File: config.mk
export PLATFORM = sky130hd
export DESIGN_NAME = prcc_top
export DESIGN_NICKNAME = d
export VERILOG_FILES = /design/src/rtl/prcc_pkg.sv /design/src/rtl/prcc_top.sv
export VERILOG_INCLUDE_DIRS = /design/src /design/src/rtl
export SDC_FILE = /design/constraint.sdc
export NUM_CORES = 1
export LEC_CHECK = 0
export BUFFER_PORTS_ARGS = -buffer_cell sky130_fd_sc_hd__buf_2
export CAP_MARGIN = 20
export CORE_MARGIN = 1
export CORE_UTILIZATION = 50
export CTS_CLUSTER_DIAMETER = 80
export DETAILED_ROUTE_END_ITERATION = 12
export HOLD_SLACK_MARGIN = 0.05
export PLACE_DENSITY = 0.81
export SETUP_SLACK_MARGIN = 0.02
export SLEW_MARGIN = 20
export SYNTH_ARGS = -nofsm -noshare
export SYNTH_HDL_FRONTEND = slang
export SYNTH_SLANG_ARGS = --single-unit
File: constraint.sdc
create_clock -name i_clk -period 1.8 [get_ports i_clk]
set_input_delay 0 -clock i_clk [delete_from_list [all_inputs] [get_ports i_clk]]
set_output_delay 0 -clock i_clk [all_outputs]
set_load 0.005 [all_outputs]
File: src/rtl/prcc_params.svh
// Purpose: constants of the power, reset and clock control block
// Assumes: system clock of 100 MHz
// Notes:   register offsets are byte indices on the 8-bit register port
`ifndef PRCC_PARAMS_SVH
`define PRCC_PARAMS_SVH

`define PRCC_CLK_MHZ          100
`define PRCC_INT_OSC_MHZ      2
`define PRCC_INT_DIV          2
`define PRCC_INT_PERIOD       (`PRCC_CLK_MHZ * `PRCC_INT_DIV / `PRCC_INT_OSC_MHZ)
`define PRCC_EXT_DIV          4
`define PRCC_HALT_WAKE_US     1000
`define PRCC_HALT_WAKE_CYC    (`PRCC_HALT_WAKE_US * `PRCC_CLK_MHZ)
`define PRCC_RST_START_US     2000
`define PRCC_RST_START_CYC    (`PRCC_RST_START_US * `PRCC_CLK_MHZ)
`define PRCC_T0_PERIOD        8192

`define PRCC_ADDR_LOW_SUPPLY  8'h00
`define PRCC_ADDR_MODE_ENTRY  8'h01
`define PRCC_ADDR_MODE_CLEAR  8'h02
`define PRCC_ADDR_CLOCK_CTRL  8'h03

`define PRCC_LS_FLAG_BIT      0
`define PRCC_LS_THR_LSB       5
`define PRCC_LS_THR_MSB       7
`define PRCC_ME_HALT_BIT      0
`define PRCC_ME_IDLE_BIT      1
`define PRCC_CC_SRC_LSB       0
`define PRCC_CC_SRC_MSB       1

`define PRCC_THR_RST          3'h0
`define PRCC_SRC_RST          2'h0
`define PRCC_SRC_INTERNAL     2'h0
`define PRCC_SRC_SQUARE       2'h1

`endif

File: src/rtl/prcc_pkg.sv
// Purpose: types of the power, reset and clock control block
// Assumes: prcc_params.svh constants
// Notes:   the whole block state is one packed struct
package prcc_pkg;

typedef enum logic [2:0] {
    PRCC_RSTSEQ,
    PRCC_RUN,
    PRCC_HALT,
    PRCC_HALT_WAKE,
    PRCC_IDLE
} prcc_state_t;

typedef struct packed {
    prcc_state_t state;
    logic [17:0] dly_cnt;
    logic [6:0]  int_cnt;
    logic [1:0]  ext_cnt;
    logic [12:0] t0_cnt;
    logic [2:0]  thr_sel;
    logic [1:0]  clk_src;
    logic        low_flag;
    logic        halt_req;
    logic        idle_req;
    logic [1:0]  sup_sync;
    logic [1:0]  wake_sync;
    logic [1:0]  erst_sync;
    logic [1:0]  por_sync;
    logic [1:0]  bor_sync;
    logic [2:0]  cki_sync;
    logic        instr_en;
    logic [7:0]  rdata;
} prcc_regs_t;

endpackage

File: src/rtl/prcc_top.sv
// Purpose: power mode, reset sequence and clock source control
// Assumes: 100 MHz i_clk; analog comparators outside the block
// Notes:   instruction clock is a one-cycle enable pulse, o_instr_en
`timescale 1ns/10ps
`include "prcc_params.svh"

module prcc_top
    import prcc_pkg::*;
#(
    parameter logic [17:0] HALT_WAKE_CYC = 18'(`PRCC_HALT_WAKE_CYC),
    parameter logic [17:0] RST_START_CYC = 18'(`PRCC_RST_START_CYC)
)(
    input  wire logic       i_clk,            // system clock
    input  wire logic       i_rstn,           // sync reset, active low
    input  wire logic [7:0] i_addr,           // register address
    input  wire logic [7:0] i_wdata,          // register write data
    input  wire logic       i_wr,             // write strobe
    input  wire logic       i_rd,             // read strobe
    output logic      [7:0] o_rdata,          // read data, cycle after read
    input  wire logic       i_supply_below,   // comparator: supply below threshold
    input  wire logic       i_power_on_rst,   // power-on reset, high active
    input  wire logic       i_brownout_rst,   // brown-out comparator, high active
    input  wire logic       i_watchdog_tmo,   // watchdog timeout pulse
    input  wire logic       i_ext_rst_n,      // external reset pin, low active
    input  wire logic       i_wakeup,         // multi-input wake-up event
    input  wire logic       i_clock_input,    // external clock pin
    output logic      [2:0] o_thr_sel,        // threshold to comparator
    output logic            o_monitor_en,     // low-supply monitor powered
    output logic            o_brownout_en,    // brown-out circuit powered
    output logic            o_osc_run,        // internal oscillator running
    output logic            o_instr_en,       // instruction clock enable pulse
    output logic            o_core_run,       // core may execute
    output logic            o_timer0_run,     // timer 0 and watchdog clocked
    output logic            o_sys_rst_n       // system reset, low active
);

    // divider end points, one below each period
    localparam logic [6:0]  INT_LAST = 7'(`PRCC_INT_PERIOD - 1);
    localparam logic [1:0]  EXT_LAST = 2'(`PRCC_EXT_DIV - 1);
    localparam logic [12:0] T0_LAST  = 13'(`PRCC_T0_PERIOD - 1);

    localparam prcc_regs_t PRCC_RST = '{
        state:     PRCC_RSTSEQ,
        dly_cnt:   18'h0_0000,
        int_cnt:   7'h00,
        ext_cnt:   2'h0,
        t0_cnt:    13'h0000,
        thr_sel:   `PRCC_THR_RST,
        clk_src:   `PRCC_SRC_RST,
        low_flag:  1'b0,
        halt_req:  1'b0,
        idle_req:  1'b0,
        sup_sync:  2'h0,
        wake_sync: 2'h0,
        erst_sync: 2'h3,
        por_sync:  2'h0,
        bor_sync:  2'h0,
        cki_sync:  3'h0,
        instr_en:  1'b0,
        rdata:     8'h00
    };

    prcc_regs_t s_r;
    prcc_regs_t s_nxt;

    // per-cycle helpers, all set at the top of the comb block
    logic rst_src;
    logic osc_on;
    logic mon_on;
    logic cki_rise;
    logic tick;
    logic wr_en;

    always_comb
    begin
        s_nxt    = s_r;
        rst_src  = 1'b0;
        osc_on   = 1'b0;
        mon_on   = 1'b0;
        cki_rise = 1'b0;
        tick     = 1'b0;
        wr_en    = 1'b0;

        s_nxt.sup_sync  = {s_r.sup_sync[0], i_supply_below};
        s_nxt.wake_sync = {s_r.wake_sync[0], i_wakeup};
        s_nxt.erst_sync = {s_r.erst_sync[0], i_ext_rst_n};
        s_nxt.por_sync  = {s_r.por_sync[0], i_power_on_rst};
        s_nxt.bor_sync  = {s_r.bor_sync[0], i_brownout_rst};
        s_nxt.cki_sync  = {s_r.cki_sync[1:0], i_clock_input};
        s_nxt.rdata     = 8'h00;
        s_nxt.instr_en  = 1'b0;

        // monitor and brown-out off in halt and idle
        mon_on = (s_r.state == PRCC_RUN);

        // oscillator stops in halt or on external source
        osc_on = (s_r.clk_src == `PRCC_SRC_INTERNAL)
               && (s_r.state != PRCC_HALT) && (s_r.state != PRCC_HALT_WAKE);

        // internal 2 MHz halved, 1 MHz tick
        if (osc_on)
        begin
            if (s_r.int_cnt == INT_LAST)
            begin
                s_nxt.int_cnt = 7'h00;
                tick          = 1'b1;
            end
            else
            begin
                s_nxt.int_cnt = s_r.int_cnt + 7'h01;
            end
        end
        else
        begin
            s_nxt.int_cnt = 7'h00;
        end

        // external pin edge, only while not halted
        cki_rise = s_r.cki_sync[1] && !s_r.cki_sync[2]
                 && (s_r.state != PRCC_HALT) && (s_r.state != PRCC_HALT_WAKE);

        // source code picks the tick origin
        case (s_r.clk_src)
            `PRCC_SRC_INTERNAL:
            begin
                // internal tick already formed above
                s_nxt.ext_cnt = 2'h0;
            end
            `PRCC_SRC_SQUARE:
            begin
                if (cki_rise)
                begin
                    tick = 1'b1;
                end
            end
            default:
            begin
                // crystal or rc divided by four
                if (cki_rise)
                begin
                    s_nxt.ext_cnt = s_r.ext_cnt + 2'h1;
                    tick          = (s_r.ext_cnt == EXT_LAST);
                end
            end
        endcase

        s_nxt.instr_en = tick && (s_r.state == PRCC_RUN || s_r.state == PRCC_IDLE);

        // flag frozen while monitor is off
        if (mon_on)
        begin
            s_nxt.low_flag = s_r.sup_sync[1];
        end
        else
        begin
            // monitor off: last reading kept for software
            s_nxt.low_flag = s_r.low_flag;
        end

        wr_en = i_wr && (s_r.state == PRCC_RUN);

        // flag only reaches the read port
        if (i_rd)
        begin
            case (i_addr)
                `PRCC_ADDR_LOW_SUPPLY:
                begin
                    s_nxt.rdata[`PRCC_LS_THR_MSB:`PRCC_LS_THR_LSB] = s_r.thr_sel;
                    s_nxt.rdata[`PRCC_LS_FLAG_BIT]                 = s_r.low_flag;
                end
                `PRCC_ADDR_MODE_ENTRY,
                `PRCC_ADDR_MODE_CLEAR:
                begin
                    s_nxt.rdata = 8'h00;
                end
                `PRCC_ADDR_CLOCK_CTRL:
                begin
                    s_nxt.rdata[`PRCC_CC_SRC_MSB:`PRCC_CC_SRC_LSB] = s_r.clk_src;
                end
                default:
                begin
                    s_nxt.rdata = 8'h00;
                end
            endcase
        end

        if (wr_en)
        begin
            case (i_addr)
                `PRCC_ADDR_LOW_SUPPLY:
                begin
                    s_nxt.thr_sel = i_wdata[`PRCC_LS_THR_MSB:`PRCC_LS_THR_LSB];
                end
                `PRCC_ADDR_MODE_ENTRY:
                begin
                    s_nxt.halt_req = i_wdata[`PRCC_ME_HALT_BIT];
                    s_nxt.idle_req = i_wdata[`PRCC_ME_IDLE_BIT];
                end
                `PRCC_ADDR_MODE_CLEAR:
                begin
                    // mode clear is accepted with no effect here
                end
                `PRCC_ADDR_CLOCK_CTRL:
                begin
                    s_nxt.clk_src = i_wdata[`PRCC_CC_SRC_MSB:`PRCC_CC_SRC_LSB];
                    s_nxt.ext_cnt = 2'h0;
                end
                default:
                begin
                    s_nxt.rdata = s_nxt.rdata;
                end
            endcase
        end

        case (s_r.state)
            PRCC_RSTSEQ:
            begin
                if (s_r.dly_cnt >= RST_START_CYC - 18'h0_0001)
                begin
                    s_nxt.state   = PRCC_RUN;
                    s_nxt.dly_cnt = 18'h0_0000;
                end
                else
                begin
                    s_nxt.dly_cnt = s_r.dly_cnt + 18'h0_0001;
                end
            end
            PRCC_RUN:
            begin
                if (s_r.halt_req)
                begin
                    s_nxt.state = PRCC_HALT;
                end
                else if (s_r.idle_req)
                begin
                    s_nxt.state  = PRCC_IDLE;
                    s_nxt.t0_cnt = 13'h0000;
                end
            end
            PRCC_HALT:
            begin
                if (s_r.wake_sync[1])
                begin
                    s_nxt.state    = PRCC_HALT_WAKE;
                    s_nxt.dly_cnt  = 18'h0_0000;
                    s_nxt.halt_req = 1'b0;
                    s_nxt.idle_req = 1'b0;
                end
            end
            PRCC_HALT_WAKE:
            begin
                if (s_r.dly_cnt >= HALT_WAKE_CYC - 18'h0_0001)
                begin
                    s_nxt.state   = PRCC_RUN;
                    s_nxt.dly_cnt = 18'h0_0000;
                end
                else
                begin
                    s_nxt.dly_cnt = s_r.dly_cnt + 18'h0_0001;
                end
            end
            PRCC_IDLE:
            begin
                if (tick)
                begin
                    s_nxt.t0_cnt = s_r.t0_cnt + 13'h0001;
                end
                if (s_r.wake_sync[1] || (tick && s_r.t0_cnt == T0_LAST))
                begin
                    s_nxt.state    = PRCC_RUN;
                    s_nxt.idle_req = 1'b0;
                end
            end
            default:
            begin
                s_nxt.state = PRCC_RSTSEQ;
            end
        endcase

        // any reset source restarts the sequence
        // watchdog is on this clock, so no synchroniser
        // brown-out counts only in run, while the monitor is powered
        rst_src = s_r.por_sync[1] || !s_r.erst_sync[1] || i_watchdog_tmo
                || (s_r.bor_sync[1] && mon_on);
        if (rst_src)
        begin
            s_nxt           = PRCC_RST;
            s_nxt.sup_sync  = {s_r.sup_sync[0], i_supply_below};
            s_nxt.wake_sync = {s_r.wake_sync[0], i_wakeup};
            s_nxt.erst_sync = {s_r.erst_sync[0], i_ext_rst_n};
            s_nxt.por_sync  = {s_r.por_sync[0], i_power_on_rst};
            s_nxt.bor_sync  = {s_r.bor_sync[0], i_brownout_rst};
            s_nxt.cki_sync  = {s_r.cki_sync[1:0], i_clock_input};
        end
    end

    // one register for the whole state
    always_ff @(posedge i_clk)
    begin
        if (!i_rstn)
        begin
            s_r <= PRCC_RST;
        end
        else
        begin
            s_r <= s_nxt;
        end
    end

    // code 0 highest threshold, code 7 lowest
    assign o_thr_sel     = s_r.thr_sel;
    assign o_rdata       = s_r.rdata;
    assign o_monitor_en  = (s_r.state == PRCC_RUN);
    // brown-out off in halt, and in idle
    assign o_brownout_en = (s_r.state == PRCC_RUN) || (s_r.state == PRCC_RSTSEQ);
    assign o_osc_run     = (s_r.clk_src == `PRCC_SRC_INTERNAL)
                         && (s_r.state != PRCC_HALT) && (s_r.state != PRCC_HALT_WAKE);
    // instruction clock as an enable pulse
    assign o_instr_en    = s_r.instr_en;
    assign o_core_run    = (s_r.state == PRCC_RUN);
    // timer 0 and watchdog clocked in idle
    assign o_timer0_run  = (s_r.state == PRCC_RUN) || (s_r.state == PRCC_IDLE);
    // system held in reset through start-up delay
    assign o_sys_rst_n   = (s_r.state != PRCC_RSTSEQ);

endmodule
# == Word level (Yosys, flattened, before mapping) ==
# Index checks and enable logic that the tools add are counted.
# op_classes
reduce_logical,33
n_bitwise,5
order_cmp,2
n_eq_ne,20
n_mux,30
addsub,4
# ops
cell,n
18-bit one-hot mux with 3 select lines,1
13-bit 2-to-1 mux,3
18-bit 2-to-1 mux,2
13-bit one-hot mux with 2 select lines,1
21-bit 2-to-1 mux,1
"18-bit by 1-bit adder with 18-bit output, second input constant",1
"18-bit by 17-bit greater-or-equal comparator with 1-bit output, second input constant",1
"18-bit greater-or-equal comparator, second input constant",1
3-bit 2-to-1 mux,5
3-bit one-hot mux with 5 select lines,1
"13-bit by 1-bit adder with 13-bit output, second input constant",1
"13-bit equality test, second input constant",1
2-bit 2-to-1 mux,6
4-bit OR reduction,3
"2-bit inequality test, second input constant",5
1-bit logical AND,9
"8-bit by 1-bit equality test with 1-bit output, second input constant",1
"8-bit by 2-bit equality test with 1-bit output, second input constant",1
8-bit zero test,1
"7-bit by 1-bit adder with 7-bit output, second input constant",1
"7-bit equality test, second input constant",1
"3-bit by 2-bit equality test with 1-bit output, second input constant",2
1-bit logical OR,6
1-bit 2-to-1 mux,6
other kinds (21),33
# totals
out_inout_bits,18
regBits,73
word_cells,115
inputBits,27

# == Logic depth before layout (Yosys ltp) ==
# logic_depth
word_depth,10
depth_mapped,8
depth_no_buf,6

# == Least setup slack after synthesis ==
# Ideal clock, no wire load.
# synth_timing
path_type,register to register
from,reg s_r[52] in the netlist's numbering
to,reg s_r[52] in the netlist's numbering
setup_ns,0.142
stages_incl_launch_ff,8
arrival_ns,1.760
period_less_slack_ns,1.902
slack_ns,-0.102
required_ns,1.658
cell_sequence,dfxtp_1 ha_1 nand4_1 o211ai_1 a31oi_1 o21ai_1 buf_2 a211oi_1
# synth_between
elab_chain_cells,3
# synth_rtl
item,line,rtl
start: declaration,prcc_top.sv:63,prcc_regs_t s_r;
start signal: assignment,prcc_top.sv:306,s_r <= s_nxt;
"18-bit by 1-bit adder with 18-bit output, or another cell as far along","prcc_top.sv:225, prcc_top.sv:259",
18-bit 2-to-1 mux (on tied branches),"prcc_top.sv:252, prcc_top.sv:218",
18-bit one-hot mux with 3 select lines *,prcc_top.sv:215,case (s_r.state)
# Every way passes the cells marked *; elsewhere a longest branch is shown, timed or not.
# A chain may end at the register's enable or synchronous reset.

# == Worst setup path after layout ==
# layout_timing
from,reg s_r[44] in the netlist's numbering
to,reg s_r[32] in the netlist's numbering
# layout_between
elab_chain_cells,5
# layout_rtl
item,line,rtl
2-bit equality test,prcc_top.sv:142,tick = (s_r.ext_cnt == EXT_LAST);
1-bit 2-to-1 mux,prcc_top.sv:139,if (cki_rise)
1-bit one-hot mux with 2 select lines,prcc_top.sv:123,case (s_r.clk_src)
2-bit inequality test (no line),--,
4-bit AND reduction (no line),--,
# Every way passes these cells.

==> impl_metrics.yaml <==
yosys:
  synth_common_cells: "70 x dfxtp_1, 37 x nor2_1, 26 x nand2_1"
  yosys.cell_count.top_type: "dfxtp_1"
  synth_compound_area_share_pct: 13.5
  synth_area_leaders: "dfxtp_1 41%, xnor2_1 4.1%, nor2_1 4.1%"
  syn_area_sq_um: 3380
  yosys.area_share.simple_pct: 28.5
  synth_cell_types: 53
  yosys_warnings: 0
  synthMuxAreaShare_pct: 2.70
  synth-edff-count: 0
  async_flop_share_pct: 0
  synthAdderAreaFrac_pct: 1.48
  yosys_most_used_dff: "dfxtp_1"
  syn_inst: 374
  synthXorXnorAreaFrac_pct: 5.96
  yosys_register_bits: 70
  synth_top_family_by_area: "simple AND/OR/NAND/NOR gates"
  ys_seq_area_share_pct: 41.5
  yosysTopAreaCell: "dfxtp_1"
  synth.avg_cell_area_sq_um: 9.03
  synth_top_area_share_pct: 41.5
clock_network:
  cts_tree: "built"
  cts_max_level: 3
  clockBufferDepth: 2
  insertion_delay_ns: 0.35
  cts.sinks: 70
  root_buffer: "clkbuf_8"
  numCtsBuffers: 9
  clk_pin_slew_ns: 0.08
pwr:
  intPower_mw: 2.30
  power_frac_clock_pct: 42.2
  comb_power_share_pct: 5.9
  p_leak_nw: 1.92
  p_per_area_nw_per_um2: 621
  p_switching_uw: 733
  swShare_pct: 24.2
  sequentialPowerShare_pct: 51.9
  ir_worst_vdd_v: 0.000461
grt:
  grtUsageTotal_pct: 26.8
  grt_pass1_vias: 3307
  grt-ovfl-total: 0
  grt_pass1_wl_um: 15100
  grt_max_degree: 15
  antenna_found_initial: 0
run:
  drv_cap: 0
routing:
  dr.pass1.iters: 10
  post_drt_wl_per_cell_um: 20.4
  viasPerCell: 6.35
  drt_iter0_markers: 388
  vias: 3617
  ant_nets: 0
  route.detailed.drc: 16
  postRouteWirelength_um: 11600
floorplan:
  design.core.area_sq_um: 6420
  die_area_sq_um: 7090
  dieWidth_um: 84.2
  start_util_pct: 52.6
  row_count: 29
  die_y_um: 84.2
  num_io_pins: 45
worst_setup_path:
  regToRegStartpoint: "s_r[44]"
  cp.required_ns: 2.08
  cp-start-kind: "flip-flop"
  rrSetupSlack_ns: -0.32
  r2r-end: "s_r[32]"
  critPathKind: "flip-flop to flip-flop"
  crit_path_end_kind: "flip-flop"
  path_max_fanout: 6
  worstPathArrival_ns: 2.40
  reg2regPathDepth: 8
cells_and_area:
  final_nets: 519
  instances_no_fill: 570
  utilization_pct: 76.0
  drive_gt1_share_pct: 39.4
  area_delta_synth_final_pct: 44.4
  antenna_cells: 0
  fill_cells: 353
placed_design:
  gp_congestion: 0.865
  post-dp-hpwl_um: 5290
  post-place-ws_ns: -0.127
  dp.cells: 507
  portBuffers: 38
sta:
  fin_skew_ns: 0.0113
  timing.final.ws_setup_ns: -0.325
  relSlewSlack_pct: 59.3
  tightest_slew_ns: 0.606
  grt_setup_unrepaired: "true"
  whs_ns: 0.185
  fmax_mhz: 471
  finalCriticalPeriod_ns: 2.12
  slew_viol_final: 0
  setup-violations-final: 38
  hold_viol: 0
  fin_crit_sh_pct: 118
worst_hold_path:
  hp-start: "i_watchdog_tmo"
  min_path_cells: 5
  worstHoldPathType: "input pin to flip-flop"
  worstHoldEndpoint: "s_r[70]"
status:
  violations: "DRC, setup timing"
  outcome: "finished with violations"
## metal layers
layer | global-route usage [%] | share of wire, % | vias up | wire length (um)
li1 | - | - | 1560 | -
met1 | 29.7 | 37 | 1683 | 4360
met2 | 49.2 | 49 | 299 | 5690
met3 | 5.70 | 9.1 | 75 | 1050
met4 | 12.2 | 4.6 | 0 | 534
met5 | 0 | 0 | - | 0
## worst max path at each step
stage | from | to | slack (ns) | cells after the start
2_1_floorplan | s_r[71] | s_r[65] | -0.01 | 7
3_3_place_gp | s_r[71] | s_r[35] | -0.05 | 7
3_5_place_dp | s_r[44] | s_r[32] | -0.13 | 7
4_1_cts | s_r[45] | s_r[37] | -0.07 | 7
5_1_grt | s_r[52] | s_r[58] | -0.32 | 10
6_report | s_r[44] | s_r[32] | -0.32 | 8
## metrics by stage
step	setup TNS, ns	cell area, sq um	total power, mW
finish	-5.68	4880	3.03
global route	-7.86	4880	3.11
CTS	-0.485	4660	3.00
detailed placement	-1.05	3910	1.71
global placement	-0.182	3910	1.71
floorplan	-0.0225	3460	1.66
## worst max-delay path, cell delays in order (launching register included)
cell      delay [ns]
dfxtp_2         0.36
ha_4            0.13
nand3b_1        0.17
a221oi_4        0.41
a31oi_4         0.15
buf_4           0.17
buf_6           0.12
or3_1           0.37
a21oi_1         0.18
## power groups by stage
stage | combinational, mW | clock, mW | sequential [mW]
detailed placement | 0.107 | 0 | 1.61
global route | 0.192 | 1.35 | 1.57
floorplan | 0.0536 | 0 | 1.61
global placement | 0.103 | 0 | 1.61
finish | 0.180 | 1.28 | 1.57
CTS | 0.156 | 1.27 | 1.57
## layout make-up
type | count | area (sq um) | area share, %
Multi-Input combinational cell | 270 | 2100 | 43.1
Clock inverter | 7 | 72.6 | 1.49
Timing Repair Buffer | 130 | 1040 | 21.3
Clock buffer | 9 | 124 | 2.54
Sequential cell | 70 | 1420 | 29.1
Inverter | 7 | 26.3 | 0.539
Tap cell | 77 | 96.3 | 1.97
## sequential cells by signal, summed over array words and instances (netlist names)
name	flops
s_r	61
o_rdata	5
o_thr_sel	3
o_instr_en	1
## logic make-up (layout without fill, tap and decap cells)
logic type / after synthesis / count (layout)
and+or+nand+nor: 168 / 168
xor gates and xnor gates: 23 / 23
buffers and inverters: 36 / 153
AOI/OAI and AO/OA: 63 / 63
DFF: 70 / 70
other: 1 / 3
adders and majority gates: 4 / 4
muxes: 9 / 9
## repair_timing
action	in CTS	in global routing
setup endpoints to repair	34	47
hold buffers	26	0
gates cloned	2	1
endpoints found under the hold margin	23	0
setup buffers	11	10
gates resized for setup	40	44
pin swaps	19	29
## layout by cell type (no fill, tap or decap), drive strengths merged, types with 4 or more instances in the layout
master,synthesis,layout
buf,21,103
dfxtp,70,70
nor2,37,37
nand2,26,26
dlygate4sd3,0,25
nand3,20,20
a211oi,19,19
a21oi,17,17
and2,16,16
xnor2,16,16
or4,11,11
clkbuf,8,10
nor3,10,10
nor4,9,9
mux2i,8,8
inv,7,8
o21ai,8,8
xor2,7,7
nand4,7,7
nand2b,7,7
nor2b,5,5
or3,5,5
and4,4,4
o31ai,4,4
ha,4,4
(Power assumes the default switching activity.)
